[config.mk]
export PLATFORM = sky130hd
export DESIGN_NAME = banded_order_executor
export DESIGN_NICKNAME = d
export VERILOG_FILES = /design/src/boe_pkg.sv /design/src/banded_order_executor.sv
export SDC_FILE = /design/constraint.sdc
export NUM_CORES = 2
export LEC_CHECK = 0
export ABC_AREA = 1
export BUFFER_PORTS_ARGS = -buffer_cell sky130_fd_sc_hd__buf_2
export CAP_MARGIN = 0
export CORE_MARGIN = 8
export CORE_UTILIZATION = 35
export CTS_BUF_LIST = sky130_fd_sc_hd__clkbuf_4
export DETAILED_ROUTE_END_ITERATION = 10
export HOLD_SLACK_MARGIN = 0.03
export MAX_ROUTING_LAYER = met4
export PLACE_DENSITY = 0.52
export SYNTH_ARGS = -nofsm -noshare
export SYNTH_HDL_FRONTEND = slang
export SYNTH_SLANG_ARGS = --single-unit
[constraint.sdc]
create_clock -name mclk -period 18.8 [get_ports mclk]
set_input_delay 3.76 -clock mclk [delete_from_list [all_inputs] [get_ports mclk]]
set_output_delay 3.76 -clock mclk [all_outputs]
set_load 0.01 [all_outputs]
[src/boe_pkg.sv]
// Constants, opcodes and payload layout for the banded order executor
`default_nettype none
package boe_pkg;
  localparam logic [7:0] OP_HALT         = 8'h00;
  localparam logic [7:0] OP_BRANCH       = 8'h01;
  localparam logic [7:0] OP_SET_SLICED   = 8'h08;
  localparam logic [7:0] OP_SET_DEST_ONLY_LOGIC_CODE   = 8'h0C;
  localparam logic [7:0] OP_SET_BOOL_HD  = 8'h0D;
  localparam logic [7:0] OP_SET_BOOL_SD  = 8'h0E;
  localparam logic [7:0] OP_SET_BOOL_SHD = 8'h0F;
  localparam logic [7:0] OP_DEST_FILL    = 8'h30;
  // Opcode groups, taken from opcode bits 7:3
  localparam logic [4:0] GRP_SETUP    = 5'h01;
  localparam logic [4:0] GRP_FRAME    = 5'h02;
  localparam logic [4:0] GRP_UNBANDED = 5'h04;
  localparam logic [4:0] GRP_SLICED   = 5'h06;
  // Render kinds, taken from opcode bits 2:0
  localparam logic [2:0] KIND_D      = 3'h0;
  localparam logic [2:0] KIND_BAD    = 3'h1;
  localparam logic [2:0] KIND_SD     = 3'h2;
  localparam logic [2:0] KIND_SHD    = 3'h3;
  localparam logic [2:0] KIND_SL_D   = 3'h4;
  localparam logic [2:0] KIND_SL_HD  = 3'h5;
  localparam logic [2:0] KIND_X_D    = 3'h6;
  localparam logic [2:0] KIND_X_HD   = 3'h7;
  // Flags word of the sliced map setup order
  localparam int unsigned FLAG_REVERSE_BIT = 0;
  // Write-back word indices within the destination fill order
  localparam logic [3:0] WB_IDX_HEAD  = 4'h0;
  localparam logic [3:0] WB_IDX_DA_HI = 4'h1;
  localparam logic [3:0] WB_IDX_DA_LO = 4'h2;
  localparam logic [3:0] WB_IDX_FH    = 4'h4;
  localparam logic [7:0] RST_LOGIC_CODE = 8'h00;
  localparam int unsigned ARG_WORDS = 7;

  // Payload words that follow the opcode word
  function automatic logic [3:0] payloadLen(input logic [7:0] op);
    logic [3:0] n;
    n = 4'h0;
    if (op == OP_HALT) n = 4'h0;
    else if (op == OP_BRANCH) n = 4'h2;
    else if (op == OP_SET_SLICED) n = 4'h7;
    else if (op[7:3] == GRP_SETUP) n = (op[2]) ? 4'h1 : 4'h4;
    else begin
      case (op[2:0])
        KIND_D, KIND_SL_D: n = 4'h4;
        KIND_SD:           n = 4'h6;
        KIND_SHD:          n = 4'h9;
        KIND_SL_HD:        n = 4'h7;
        KIND_X_D:          n = 4'h8;
        default:           n = 4'hB;
      endcase
    end
    return n;
  endfunction
endpackage
`default_nettype wire

[src/banded_order_executor.sv]
// Display-list order executor for banded bitmaps, with its input word FIFO
`default_nettype none
module boe_fifo #(
  parameter int unsigned W     = 16,
  parameter int unsigned DEPTH = 32
) (
  // Clock and reset
  input  wire logic         mclk,
  input  wire logic         rst,
  input  wire logic         flush,
  // Fill side
  input  wire logic         inValid,
  output logic              inReady,
  input  wire logic [W-1:0] inData,
  // Drain side
  output logic              outValid,
  input  wire logic         outReady,
  output logic [W-1:0]      outData
);
  localparam int unsigned AW = $clog2(DEPTH);
  logic [W-1:0] memReg [DEPTH];
  logic [AW-1:0] wrReg, wrNext, rdReg, rdNext;
  logic [AW:0]   cntReg, cntNext;
  logic          push, pop;

  assign inReady  = (cntReg != (AW+1)'(DEPTH));
  assign outValid = (cntReg != '0);
  assign outData  = memReg[rdReg];
  assign push     = inValid && inReady && !flush;
  assign pop      = outValid && outReady && !flush;

  always_comb begin
    wrNext  = push ? AW'(wrReg + 1'b1) : wrReg;
    rdNext  = pop ? AW'(rdReg + 1'b1) : rdReg;
    cntNext = (AW+1)'(cntReg + {{AW{1'b0}}, push} - {{AW{1'b0}}, pop});
    if (flush) begin
      wrNext  = '0;
      rdNext  = '0;
      cntNext = '0;
    end
  end

  always_ff @(posedge mclk or posedge rst) begin
    if (rst) begin
      wrReg  <= '0;
      rdReg  <= '0;
      cntReg <= '0;
    end else begin
      wrReg  <= wrNext;
      rdReg  <= rdNext;
      cntReg <= cntNext;
    end
  end

  always_ff @(posedge mclk) begin
    if (push) memReg[wrReg] <= inData;
  end
endmodule

// How it works
// RULE1: Software gives bottom-left frame addresses when reversed.
// RULE2: Reversed halftone remainder counts up to top.
// RULE3: Reversed mode walks tables last entry first.
// RULE4: Reversed scanline address is past final run.
// RULE5: Reversed table pointer names last word.
// RULE6: Reversed halftone operands refer to image end.
// RULE7: Frame and unbanded orders always render downward.
// RULE8: Run sliced order only when slice matches band.
// RULE9: Software numbers slices rising top to bottom.
// RULE10: Band crossing stops transfer, then updates order.
// RULE11: Written-back values resume at next band edge.
// RULE12: Fault steps slice up, or down when reversed.
// RULE13: Faults arise only from sliced-target orders.
// RULE14: Unused source or halftone is neither fetched nor updated.
// RULE15: Decode halt, branch and setup opcodes.
// RULE16: Decode frame, unbanded and sliced order groups.
// RULE17: Destination fill: opcode, slice, address, width, height.
// RULE18: Fill uses destination-only logic code.
// RULE19: Physical address is logical plus map offset.
// RULE20: Software starts frames inside the bitmap.
// RULE21: Row pitch comes from the sliced map setup.
// RULE22: Fault writes slice, next-band address, remaining height.
// RULE23: Halt ends the list; branch redirects it.
// RULE24: After write-back, fetch the next order.
module banded_order_executor
  import boe_pkg::*;
#(
  parameter int unsigned ADDR_W     = 28,
  parameter int unsigned FIFO_DEPTH = 32
) (
  // Clock and reset
  input  wire logic              mclk,
  input  wire logic              rst,
  // List control
  input  wire logic              start,
  input  wire logic [ADDR_W-1:0] startAddr,
  input  wire logic [7:0]        curBand,
  output logic                   running,
  output logic                   haltPulse,
  output logic                   branchPulse,
  output logic [ADDR_W-1:0]      fetchAddr,
  // Display-list words from memory
  input  wire logic              listValid,
  output logic                   listReady,
  input  wire logic [15:0]       listData,
  // Destination rows to the datapath
  output logic                   rowValid,
  input  wire logic              rowReady,
  output logic [31:0]            rowAddr,
  output logic [15:0]            rowWidth,
  output logic [7:0]             rowLogic,
  // Other render orders to the datapath
  output logic                   dispValid,
  output logic [7:0]             dispOpcode,
  output logic                   dispReverse,
  output logic                   dispWalkBack,
  output logic                   dispNeedSrc,
  output logic                   dispNeedHt,
  // Write-back into the display list
  output logic                   wbValid,
  input  wire logic              wbReady,
  output logic [ADDR_W-1:0]      wbAddr,
  output logic [15:0]            wbData,
  // Status
  output logic                   bandFault,
  output logic                   orderSkipped,
  output logic                   badOpcode
);
  import boe_pkg::*;
  typedef enum logic [2:0] {ST_IDLE, ST_OP, ST_ARGS, ST_DO, ST_ROWS, ST_WB} boe_state_t;
  boe_state_t stateReg, stateNext;
  logic [ADDR_W-1:0] posReg, posNext, orderReg, orderNext;
  logic [7:0]  opReg, opNext, sliceReg, sliceNext;
  logic [3:0]  argCntReg, argCntNext, wbIdxReg, wbIdxNext;
  logic [16*ARG_WORDS-1:0] argReg, argNext;
  logic [31:0] offsetReg, offsetNext, pitchReg, pitchNext, spanReg, spanNext;
  logic [31:0] physReg, physNext, logReg, logNext;
  logic [15:0] widthReg, widthNext, leftReg, leftNext;
  logic [7:0]  boolD, boolDN, boolHD, boolHDN, boolSD, boolSDN, boolSHD, boolSHDN;
  logic        revReg, revNext, haltReg, haltNext, brReg, brNext, faultReg, faultNext;
  logic        skipReg, skipNext, badReg, badNext, dispReg, dispNext;
  logic        flush, qValid, qReady, sliceHit, crossing;
  logic [15:0] qData;
  logic [31:0] stepPhys, stepLog;

  boe_fifo #(.W(16), .DEPTH(FIFO_DEPTH)) boe_fifo_i (
    .mclk(mclk), .rst(rst), .flush(flush),
    .inValid(listValid), .inReady(listReady), .inData(listData),
    .outValid(qValid), .outReady(qReady), .outData(qData)
  );

  function automatic logic dependsHi(input logic [7:0] code, input logic three);
    return three ? (code[7:4] != code[3:0]) : (code[3:2] != code[1:0]);
  endfunction

  function automatic logic dependsMid(input logic [7:0] code);
    return {code[7:6], code[3:2]} != {code[5:4], code[1:0]};
  endfunction

  assign running   = (stateReg != ST_IDLE);
  // Stale words still in the buffer during a restart flush must not be taken
  assign qReady    = ((stateReg == ST_OP) || (stateReg == ST_ARGS)) && !flush;
  assign flush     = brReg;
  assign fetchAddr = posReg;
  assign rowValid  = (stateReg == ST_ROWS);
  assign rowAddr   = physReg;
  assign rowWidth  = widthReg;
  assign rowLogic  = boolD; // RULE18
  assign wbValid   = (stateReg == ST_WB);
  assign haltPulse = haltReg;
  assign branchPulse  = brReg;
  assign bandFault    = faultReg;
  assign orderSkipped = skipReg;
  assign badOpcode    = badReg;
  assign dispValid    = dispReg;
  assign dispOpcode   = opReg;
  assign sliceHit     = (sliceReg == curBand); // RULE8
  assign dispReverse  = revReg && (opReg[7:3] == GRP_SLICED); // RULE7
  assign dispWalkBack = dispReverse && (opReg[2:1] == 2'b10); // RULE3
  // RULE14
  assign dispNeedSrc  = (opReg[2:0] == KIND_SD) ? dependsHi(boolSD, 1'b0) :
                        (opReg[2:0] == KIND_SHD || opReg[2:0] == KIND_X_HD) ? dependsMid(boolSHD) :
                        (opReg[2:0] == KIND_X_D);
  assign dispNeedHt   = (opReg[2:0] == KIND_SHD || opReg[2:0] == KIND_X_HD) ? dependsHi(boolSHD, 1'b1) :
                        (opReg[2:0] == KIND_SL_HD) ? dependsHi(boolHD, 1'b0) : 1'b0;
  // RULE21
  assign stepPhys = revReg ? physReg - pitchReg : physReg + pitchReg;
  assign stepLog  = revReg ? logReg - pitchReg : logReg + pitchReg;
  assign crossing = revReg ? (physReg < pitchReg) : (stepPhys >= spanReg); // RULE10

  always_comb begin
    wbData = {8'h00, leftReg[7:0]};
    case (wbIdxReg)
      WB_IDX_HEAD:  wbData = {opReg, sliceReg};
      WB_IDX_DA_HI: wbData = logReg[31:16];
      WB_IDX_DA_LO: wbData = logReg[15:0];
      default:      wbData = leftReg;
    endcase
    wbAddr = ADDR_W'(orderReg + {wbIdxReg, 1'b0});
  end

  always_comb begin
    stateNext = stateReg;
    posNext = posReg;
    orderNext = orderReg;
    opNext = opReg;
    sliceNext = sliceReg;
    argCntNext = argCntReg;
    argNext = argReg;
    wbIdxNext = wbIdxReg;
    offsetNext = offsetReg;
    pitchNext = pitchReg;
    spanNext = spanReg;
    physNext = physReg;
    logNext = logReg;
    widthNext = widthReg;
    leftNext = leftReg;
    revNext = revReg;
    boolDN = boolD;
    boolHDN = boolHD;
    boolSDN = boolSD;
    boolSHDN = boolSHD;
    haltNext = 1'b0;
    brNext = 1'b0;
    faultNext = 1'b0;
    skipNext = 1'b0;
    badNext = 1'b0;
    dispNext = 1'b0;
    if (qValid && qReady) posNext = ADDR_W'(posReg + 2'd2);
    case (stateReg)
      ST_IDLE: begin
        if (start) begin
          posNext = startAddr;
          brNext = 1'b1;
          stateNext = ST_OP;
        end
      end
      ST_OP: begin
        if (qValid && qReady) begin
          orderNext = posReg;
          opNext = qData[15:8];
          sliceNext = qData[7:0];
          argCntNext = payloadLen(qData[15:8]);
          stateNext = (payloadLen(qData[15:8]) == 4'h0) ? ST_DO : ST_ARGS;
        end
      end
      ST_ARGS: begin
        if (qValid && qReady) begin
          argNext = {argReg[16*ARG_WORDS-17:0], qData};
          argCntNext = argCntReg - 4'h1;
          if (argCntReg == 4'h1) stateNext = ST_DO;
        end
      end
      ST_DO: begin
        stateNext = ST_OP;
        if (opReg == OP_HALT) begin // RULE15
          haltNext = 1'b1; // RULE23
          stateNext = ST_IDLE;
        end else if (opReg == OP_BRANCH) begin
          posNext = argReg[ADDR_W-1:0]; // RULE23
          brNext = 1'b1;
        end else if (opReg == OP_SET_SLICED) begin
          offsetNext = argReg[111:80];
          pitchNext = argReg[79:48];
          spanNext = argReg[47:16];
          revNext = argReg[FLAG_REVERSE_BIT];
        end else if (opReg == OP_SET_DEST_ONLY_LOGIC_CODE) boolDN = argReg[7:0];
        else if (opReg == OP_SET_BOOL_HD) boolHDN = argReg[7:0];
        else if (opReg == OP_SET_BOOL_SD) boolSDN = argReg[7:0];
        else if (opReg == OP_SET_BOOL_SHD) boolSHDN = argReg[7:0];
        else if (opReg[7:3] == GRP_SETUP) begin
          stateNext = ST_OP;
        end else if (opReg == OP_DEST_FILL) begin // RULE17
          if (!sliceHit) skipNext = 1'b1; // RULE8
          else begin
            logNext = argReg[63:32];
            physNext = argReg[63:32] + offsetReg; // RULE19
            widthNext = argReg[31:16];
            leftNext = argReg[15:0];
            if (argReg[15:0] != 16'h0000) stateNext = ST_ROWS;
          end
        end else if ((opReg[7:3] == GRP_FRAME || opReg[7:3] == GRP_UNBANDED
                      || opReg[7:3] == GRP_SLICED) && opReg[2:0] != KIND_BAD) begin // RULE16
          if (opReg[7:3] == GRP_SLICED && !sliceHit) skipNext = 1'b1;
          else dispNext = 1'b1;
        end else begin
          badNext = 1'b1;
          haltNext = 1'b1;
          stateNext = ST_IDLE;
        end
      end
      ST_ROWS: begin
        if (rowReady) begin
          leftNext = leftReg - 16'h0001;
          physNext = stepPhys;
          logNext = stepLog; // RULE11
          if (leftReg == 16'h0001) stateNext = ST_OP;
          else if (crossing) begin
            faultNext = 1'b1; // RULE13
            sliceNext = revReg ? sliceReg - 8'h01 : sliceReg + 8'h01; // RULE12
            wbIdxNext = WB_IDX_HEAD;
            stateNext = ST_WB;
          end
        end
      end
      ST_WB: begin
        if (wbReady) begin // RULE22
          case (wbIdxReg)
            WB_IDX_HEAD:  wbIdxNext = WB_IDX_DA_HI;
            WB_IDX_DA_HI: wbIdxNext = WB_IDX_DA_LO;
            WB_IDX_DA_LO: wbIdxNext = WB_IDX_FH;
            default:      stateNext = ST_OP; // RULE24
          endcase
        end
      end
      default: stateNext = ST_IDLE;
    endcase
  end

  always_ff @(posedge mclk or posedge rst) begin
    if (rst) begin
      stateReg <= ST_IDLE;
      posReg <= '0;
      orderReg <= '0;
      opReg <= '0;
      sliceReg <= '0;
      argCntReg <= '0;
      argReg <= '0;
      wbIdxReg <= '0;
      offsetReg <= '0;
      pitchReg <= '0;
      spanReg <= '0;
      physReg <= '0;
      logReg <= '0;
      widthReg <= '0;
      leftReg <= '0;
      revReg <= 1'b0;
      boolD <= RST_LOGIC_CODE;
      boolHD <= RST_LOGIC_CODE;
      boolSD <= RST_LOGIC_CODE;
      boolSHD <= RST_LOGIC_CODE;
      {haltReg, brReg, faultReg, skipReg, badReg, dispReg} <= '0;
    end else begin
      stateReg <= stateNext;
      posReg <= posNext;
      orderReg <= orderNext;
      opReg <= opNext;
      sliceReg <= sliceNext;
      argCntReg <= argCntNext;
      argReg <= argNext;
      wbIdxReg <= wbIdxNext;
      offsetReg <= offsetNext;
      pitchReg <= pitchNext;
      spanReg <= spanNext;
      physReg <= physNext;
      logReg <= logNext;
      widthReg <= widthNext;
      leftReg <= leftNext;
      revReg <= revNext;
      boolD <= boolDN;
      boolHD <= boolHDN;
      boolSD <= boolSDN;
      boolSHD <= boolSHDN;
      {haltReg, brReg, faultReg, skipReg, badReg, dispReg} <=
        {haltNext, brNext, faultNext, skipNext, badNext, dispNext};
    end
  end
endmodule
`default_nettype wire

# [After elaboration in Yosys (flattened, before gate mapping)]
# Memory sizes are Yosys's and may differ from the RTL's.
# Cells that the tools add are included.
# Widths: inputs -> output; s select.
[classes] addsub=15 n_mul=0 n_div=0 order_cmp=2 eq_ne=62 shift=0 n_mux=147 bitwise=8 n_reduce_logical=45
[op_table] operator="$mux 32" count=24
[op_table] operator="$mux 16" count=11
[op_table] operator="$pmux 32 s2" count=2
[op_table] operator="$mux 28" count=4
[op_table] operator="$add 32x32->32" count=3
[op_table] operator="$sub 32x32->32" count=2
[op_table] operator="$mux 3" count=21
[op_table] operator="$pmux 28 s2" count=1
[op_table] operator="$mux 1" count=54
[op_table] operator="$eq 8x4->1 const B" count=6
[op_table] operator="$pmux 16 s3" count=1
[op_table] operator="$mux 4" count=11
[op_table] operator="$mux 8" count=5
[op_table] operator="$ge 32x32->1" count=1
[op_table] operator="$lt 32x32->1" count=1
[op_table] operator="$pmux 16 s2" count=1
[op_table] operator="$add 28x2->28 const B" count=1
[op_table] operator="$add 28x5->28" count=1
[op_table] operator="$ne 2x2->1 const B" count=13
[op_table] operator="$eq 3x3->1 const B" count=8
[op_table] operator="$mux 5" count=4
[op_table] operator="$pmux 4 s5" count=1
[op_table] operator="$eq 3x2->1 const B" count=6
[op_table] operator="$pmux 3 s6" count=1
[op_table] operator="51 further kinds" count=96
[totals] reg_bits=434 latchBits=0 ramBits=512 rom_bits=0 input_bits=58 wordCells=309 n_memories=1
[memory_table] name="boe_fifo_i.memReg" words=32 width=16 read_ports=1 rd_clocked_by_memory_dff=0 wr=1 line="banded_order_executor.sv:21" text="logic [W-1:0] memReg [DEPTH];"

# [Depth between registers and ports, before layout]
[logic_depth] depth_word=15 depth_mapped=30 depth_no_buf=30

# [By module]
# Synthesis repeated with hierarchy kept, for this count alone.
[hier_totals] hier_cells=6755 area_unflattened_um2=53531.3
[by_module_without_submodules] mod="banded_order_executor" n_inst=1 cells_each=4414 area_each_um2=30030.1
[by_module_without_submodules] mod="boe_fifo" n_inst=1 cells_each=2341 area_each_um2=23501.3

# [Worst setup path after synthesis]
# OpenSTA, ideal clock, no wires.
[synth_timing] path_kind="register to output" from="register wbIdxReg[0]" to="output wbAddr[25]" t_arrival_ns=2.392 slack_ns=12.648 path_stages_with_launch=14 n_path_buf=0 cell_sequence="dfrtp_1 ha_1 inv_1 fa_1 o21ai_2 nand3_1 nor2_1 nand2_1 nor2_1 nand3_1 nor2_4 nand3_1 nor2_1 xor2_1"
[synth_via] elab_chain_len=1
[synth_rtl] item="from (decl)" line="banded_order_executor.sv:134" text="logic [3:0] argCntReg, argCntNext, wbIdxReg, wbIdxNext;"
[synth_rtl] item="from (signal assigned)" line="banded_order_executor.sv:351" text="wbIdxReg <= wbIdxNext;"
[synth_rtl] item="$add 28x5->28" line="banded_order_executor.sv:199" text="wbAddr = ADDR_W'(orderReg + {wbIdxReg, 1'b0});"
[synth_rtl] item="to (decl)" line="banded_order_executor.sv:122" text="output logic [ADDR_W-1:0] wbAddr,"
# Every way passes these cells.

# [Worst setup path after layout]
# Ends and elaborated chain as after synthesis.

==> results by group <==
STA
  – Post-route minimum period: 7.73 ns
  – Final hold slack: 0.465 ns
  – Final hold vios: 0
  – Worst rel slew slack: a little under a quarter
  – Period utilization: about 41%
  – Setup TNS: 0 ns
  – Slew Viols, Final: 0
  – Unrepaired setup endpoints after global routing: no
  – Worst Tran Pin Value: 1.15 ns
  – Final setup violation count: 0
  – Clock skew: 0.138 ns
  – Peak Freq: 0.129 GHz

Clock tree
  – H-tree Lvls: 5
  – Root buf cell: clkbuf_4
  – CTS clock-pin slew for the worst setup and hold paths: 0.07 ns
  – CTS Buf Count: ~280
  – CTS sink count: about 950
  – Worst-Skew Late Latency: 1.25 ns
  – CTS tree: built
  – Clock buffer depth: 4
  – # hold bufs at CTS: 0
  – Setup bufs post-CTS: 0
  – Post_cts resized: 0

Routing
  – DRT iter0 DRCs: about 3900
  – Drt first pass iters: 6
  – Residual DRC: 0
  – Vias: 43300
  – Final ANT Viol Nets: 0
  – Via density: 5.23
  – Drt wl/cell: 22.6 um
  – Routed WL: approximately 190000 um

Synth
  – Cells after synthesis: 5888
  – Synth Register Bits: about 950
  – Cell Area, Synth: just over 0.05 mm^2
  – Synth async-reset ratio: roughly 46%
  – Main area contributors after synthesis: edfxtp_1 31%, dfrtp_1 22%, nand2_1 11%
  – Mapped Avg Cell Area: 8.55 um^2
  – Prevailing post-synth register cell: edfxtp_1
  – Commonest cells in the synthesized netlist: 1417 x nand2_1, 682 x o21ai_0, 632 x inv_1
  – Top-count cell post-synth: nand2_1
  – Mapped Nets: 6139
  – Synth area leader: edfxtp_1
  – Yosys warns: 0
  – Seq/Total Area, Yosys: around 52%
  – Post-synth EDFFs: roughly 500
  – Unique cell type count in the Yosys netlist: 59
  – Post-synth top area share: 30.5%

Place
  – Dpl cells: 7823
  – RD Place Congestion: 0.963
  – Port Buffers: 207
  – Area after DPL: 0.0532 mm^2
  – Post-DP HPWL: 135000 um

Layout
  – Fin area: 0.0564 mm^2
  – Proportion of layout cells with a drive suffix above 1: 11.9%
  – Area of the multi-input gates: between 0.02 and 0.025 mm^2
  – Layout Nets: 6457
  – FF+latch area: 0.0262 mm^2
  – Area grow syn2layout: 12.0%
  – Fill cells: about 15000
  – Layout Cells excl Fill: approximately 8300
  – Final core occ: 39.4%

Run status
  – Status: finished, final reports clean

Floorplan
  – # rows: between 100 and 150
  – Initial core utilization: 35.1%
  – Chip height: about 400 um
  – Full die area: 0.156 mm^2
  – Die W: 395 um
  – Core area: ~0.14 mm^2
  – # IOs: 208

Worst setup path
  – RR Startpoint: pitchReg[4]
  – Crit path from: wbIdxReg[0]
  – Setup slack, reg-to-reg: 13.31 ns
  – Crit path DAT: slightly below 4 ns
  – FF-to-FF End: sliceReg[2]
  – Kind of critical path: flop to primary output
  – Worst Setup Start Kind: flop
  – CP max FO: 6
  – Critical path required time: between 15 and 20 ns
  – Crit path capture type: primary output
  – Crit path to: wbAddr[25]
  – FF-to-FF path depth: 27

GRT
  – Initial antenna violation count: 5
  – Tot GR Track Use: between 20% and 30%
  – Largest net degree at the start of global routing: between 150 and 200
  – First-pass GRT wire length: 277000 um
  – GRT overflow: 0
  – Vias in the first global route: 41600

Power
  – Pleak: 24.5 nW
  – VDD IR max: ~0.15 mV
  – Total power density per cell area: 209 mW/mm^2

Min path
  – Worst Hold Class: flop to flop
  – Hold path depth: 2

Flow run
  – MaxCap Viol Count: 0
[power by group]
| group | internal (mW) | switching, mW | total [mW] |
|---|---|---|---|
| Combinational | 1.95 | 4.91 | 6.85 |
| Clock | 0.975 | 0.878 | 1.85 |
| Sequential | 2.59 | 0.499 | 3.09 |
| Total | 5.51 | 6.28 | 11.8 |
[how the worst min path moves through the flow]
stage	start	endpoint	slack, ns
2_1_floorplan	orderReg[0]	orderReg[0]	0.44
3_3_place_gp	orderReg[0]	orderReg[0]	0.46
3_5_place_dp	argReg[85]	argReg[101]	0.47
4_1_cts	argReg[88]	argReg[104]	0.47
5_1_grt	argReg[93]	argReg[109]	0.48
6_report	argReg[88]	argReg[104]	0.46
[worst max-delay path, cell delays in order (launching register included)]
cell     delay (ns)
dfrtp_1        0.44
ha_1           0.20
inv_1          0.05
fa_1           0.42
o21ai_2        0.22
nand3_1        0.14
nor2_1         0.12
nand2_1        0.09
nor2_1         0.17
nand3_1        0.18
nor2_4         0.21
nand3_1        0.14
nor2_1         0.14
xor2_1         0.14
buf_2          0.15
[routing by layer]
| metal | vias up | routed length (um) | GRT usage [%] |
|---|---|---|---|
| li1 | 20500 | - | - |
| met1 | 21000 | 85600 | 33.1 |
| met2 | 1535 | 84600 | 36.1 |
| met3 | 248 | 12500 | 4.31 |
| met4 | 0 | 4740 | 6.94 |
| met5 | - | 0 | - |
[final cells by class]
type | count | area share, %
sequential | 945 | 46.5
multi-input combinational | 4067 | 36.7
clock buffer | 404 | 5.37
inverter | 648 | 4.34
tap | 1903 | 4.22
timing repair buffer | 260 | 2.56
clock inverter | 47 | 0.324
antenna | 3 | 0.0133
[placed cells by master, fill, tap and decap left out, types with 15 or more instances in the layout]
cell type  count
clkbuf_4     404
nor4_1        23
o21ai_0      682
xor2_1        95
a221oi_1      16
inv_2         17
edfxtp_1     512
a31oi_1       17
a21o_1        15
or2_2         22
buf_4         52
o211ai_1      33
nor2_1       563
nand2_1     1417
o22ai_1       86
inv_1        628
o221ai_1      20
nor3_1        62
dfrtp_1      429
o21ai_1       31
nand3_1      335
xnor2_1       40
a21oi_1      257
buf_2        207
o21bai_1      25
clkinv_1      40
nor2_2        20
ha_1         186
nand4_1       43
[registers in the layout (all words and copies together) (netlist names), 16 cells and up]
signal             flops
boe_fifo_i.memReg    512
argReg               112
logReg                32
offsetReg             32
pitchReg              32
rowAddr               32
spanReg               32
fetchAddr             28
orderReg              28
leftReg               16
rowWidth              16
[through the flow]
stage	power [mW]	setup WS [ns]
6_report	11.8	11.07
4_1_cts	11.7	10.88
3_3_place_gp	9.85	11.74
2_1_floorplan	7.27	2.98
3_5_place_dp	9.84	11.66
5_1_grt	12.7	10.61
[logic make-up after synthesis]
family | Yosys count | synth area share (%)
and+or+nand+nor | 2524 | 20.6
AOI/OAI and AO/OA | 1215 | 13.2
DFF | 945 | 52.0
buffers and inverters | 876 | 6.98
adders and majority gates | 193 | 4.90
xor gates and xnor gates | 135 | 2.35
(Power assumes the default switching activity.)
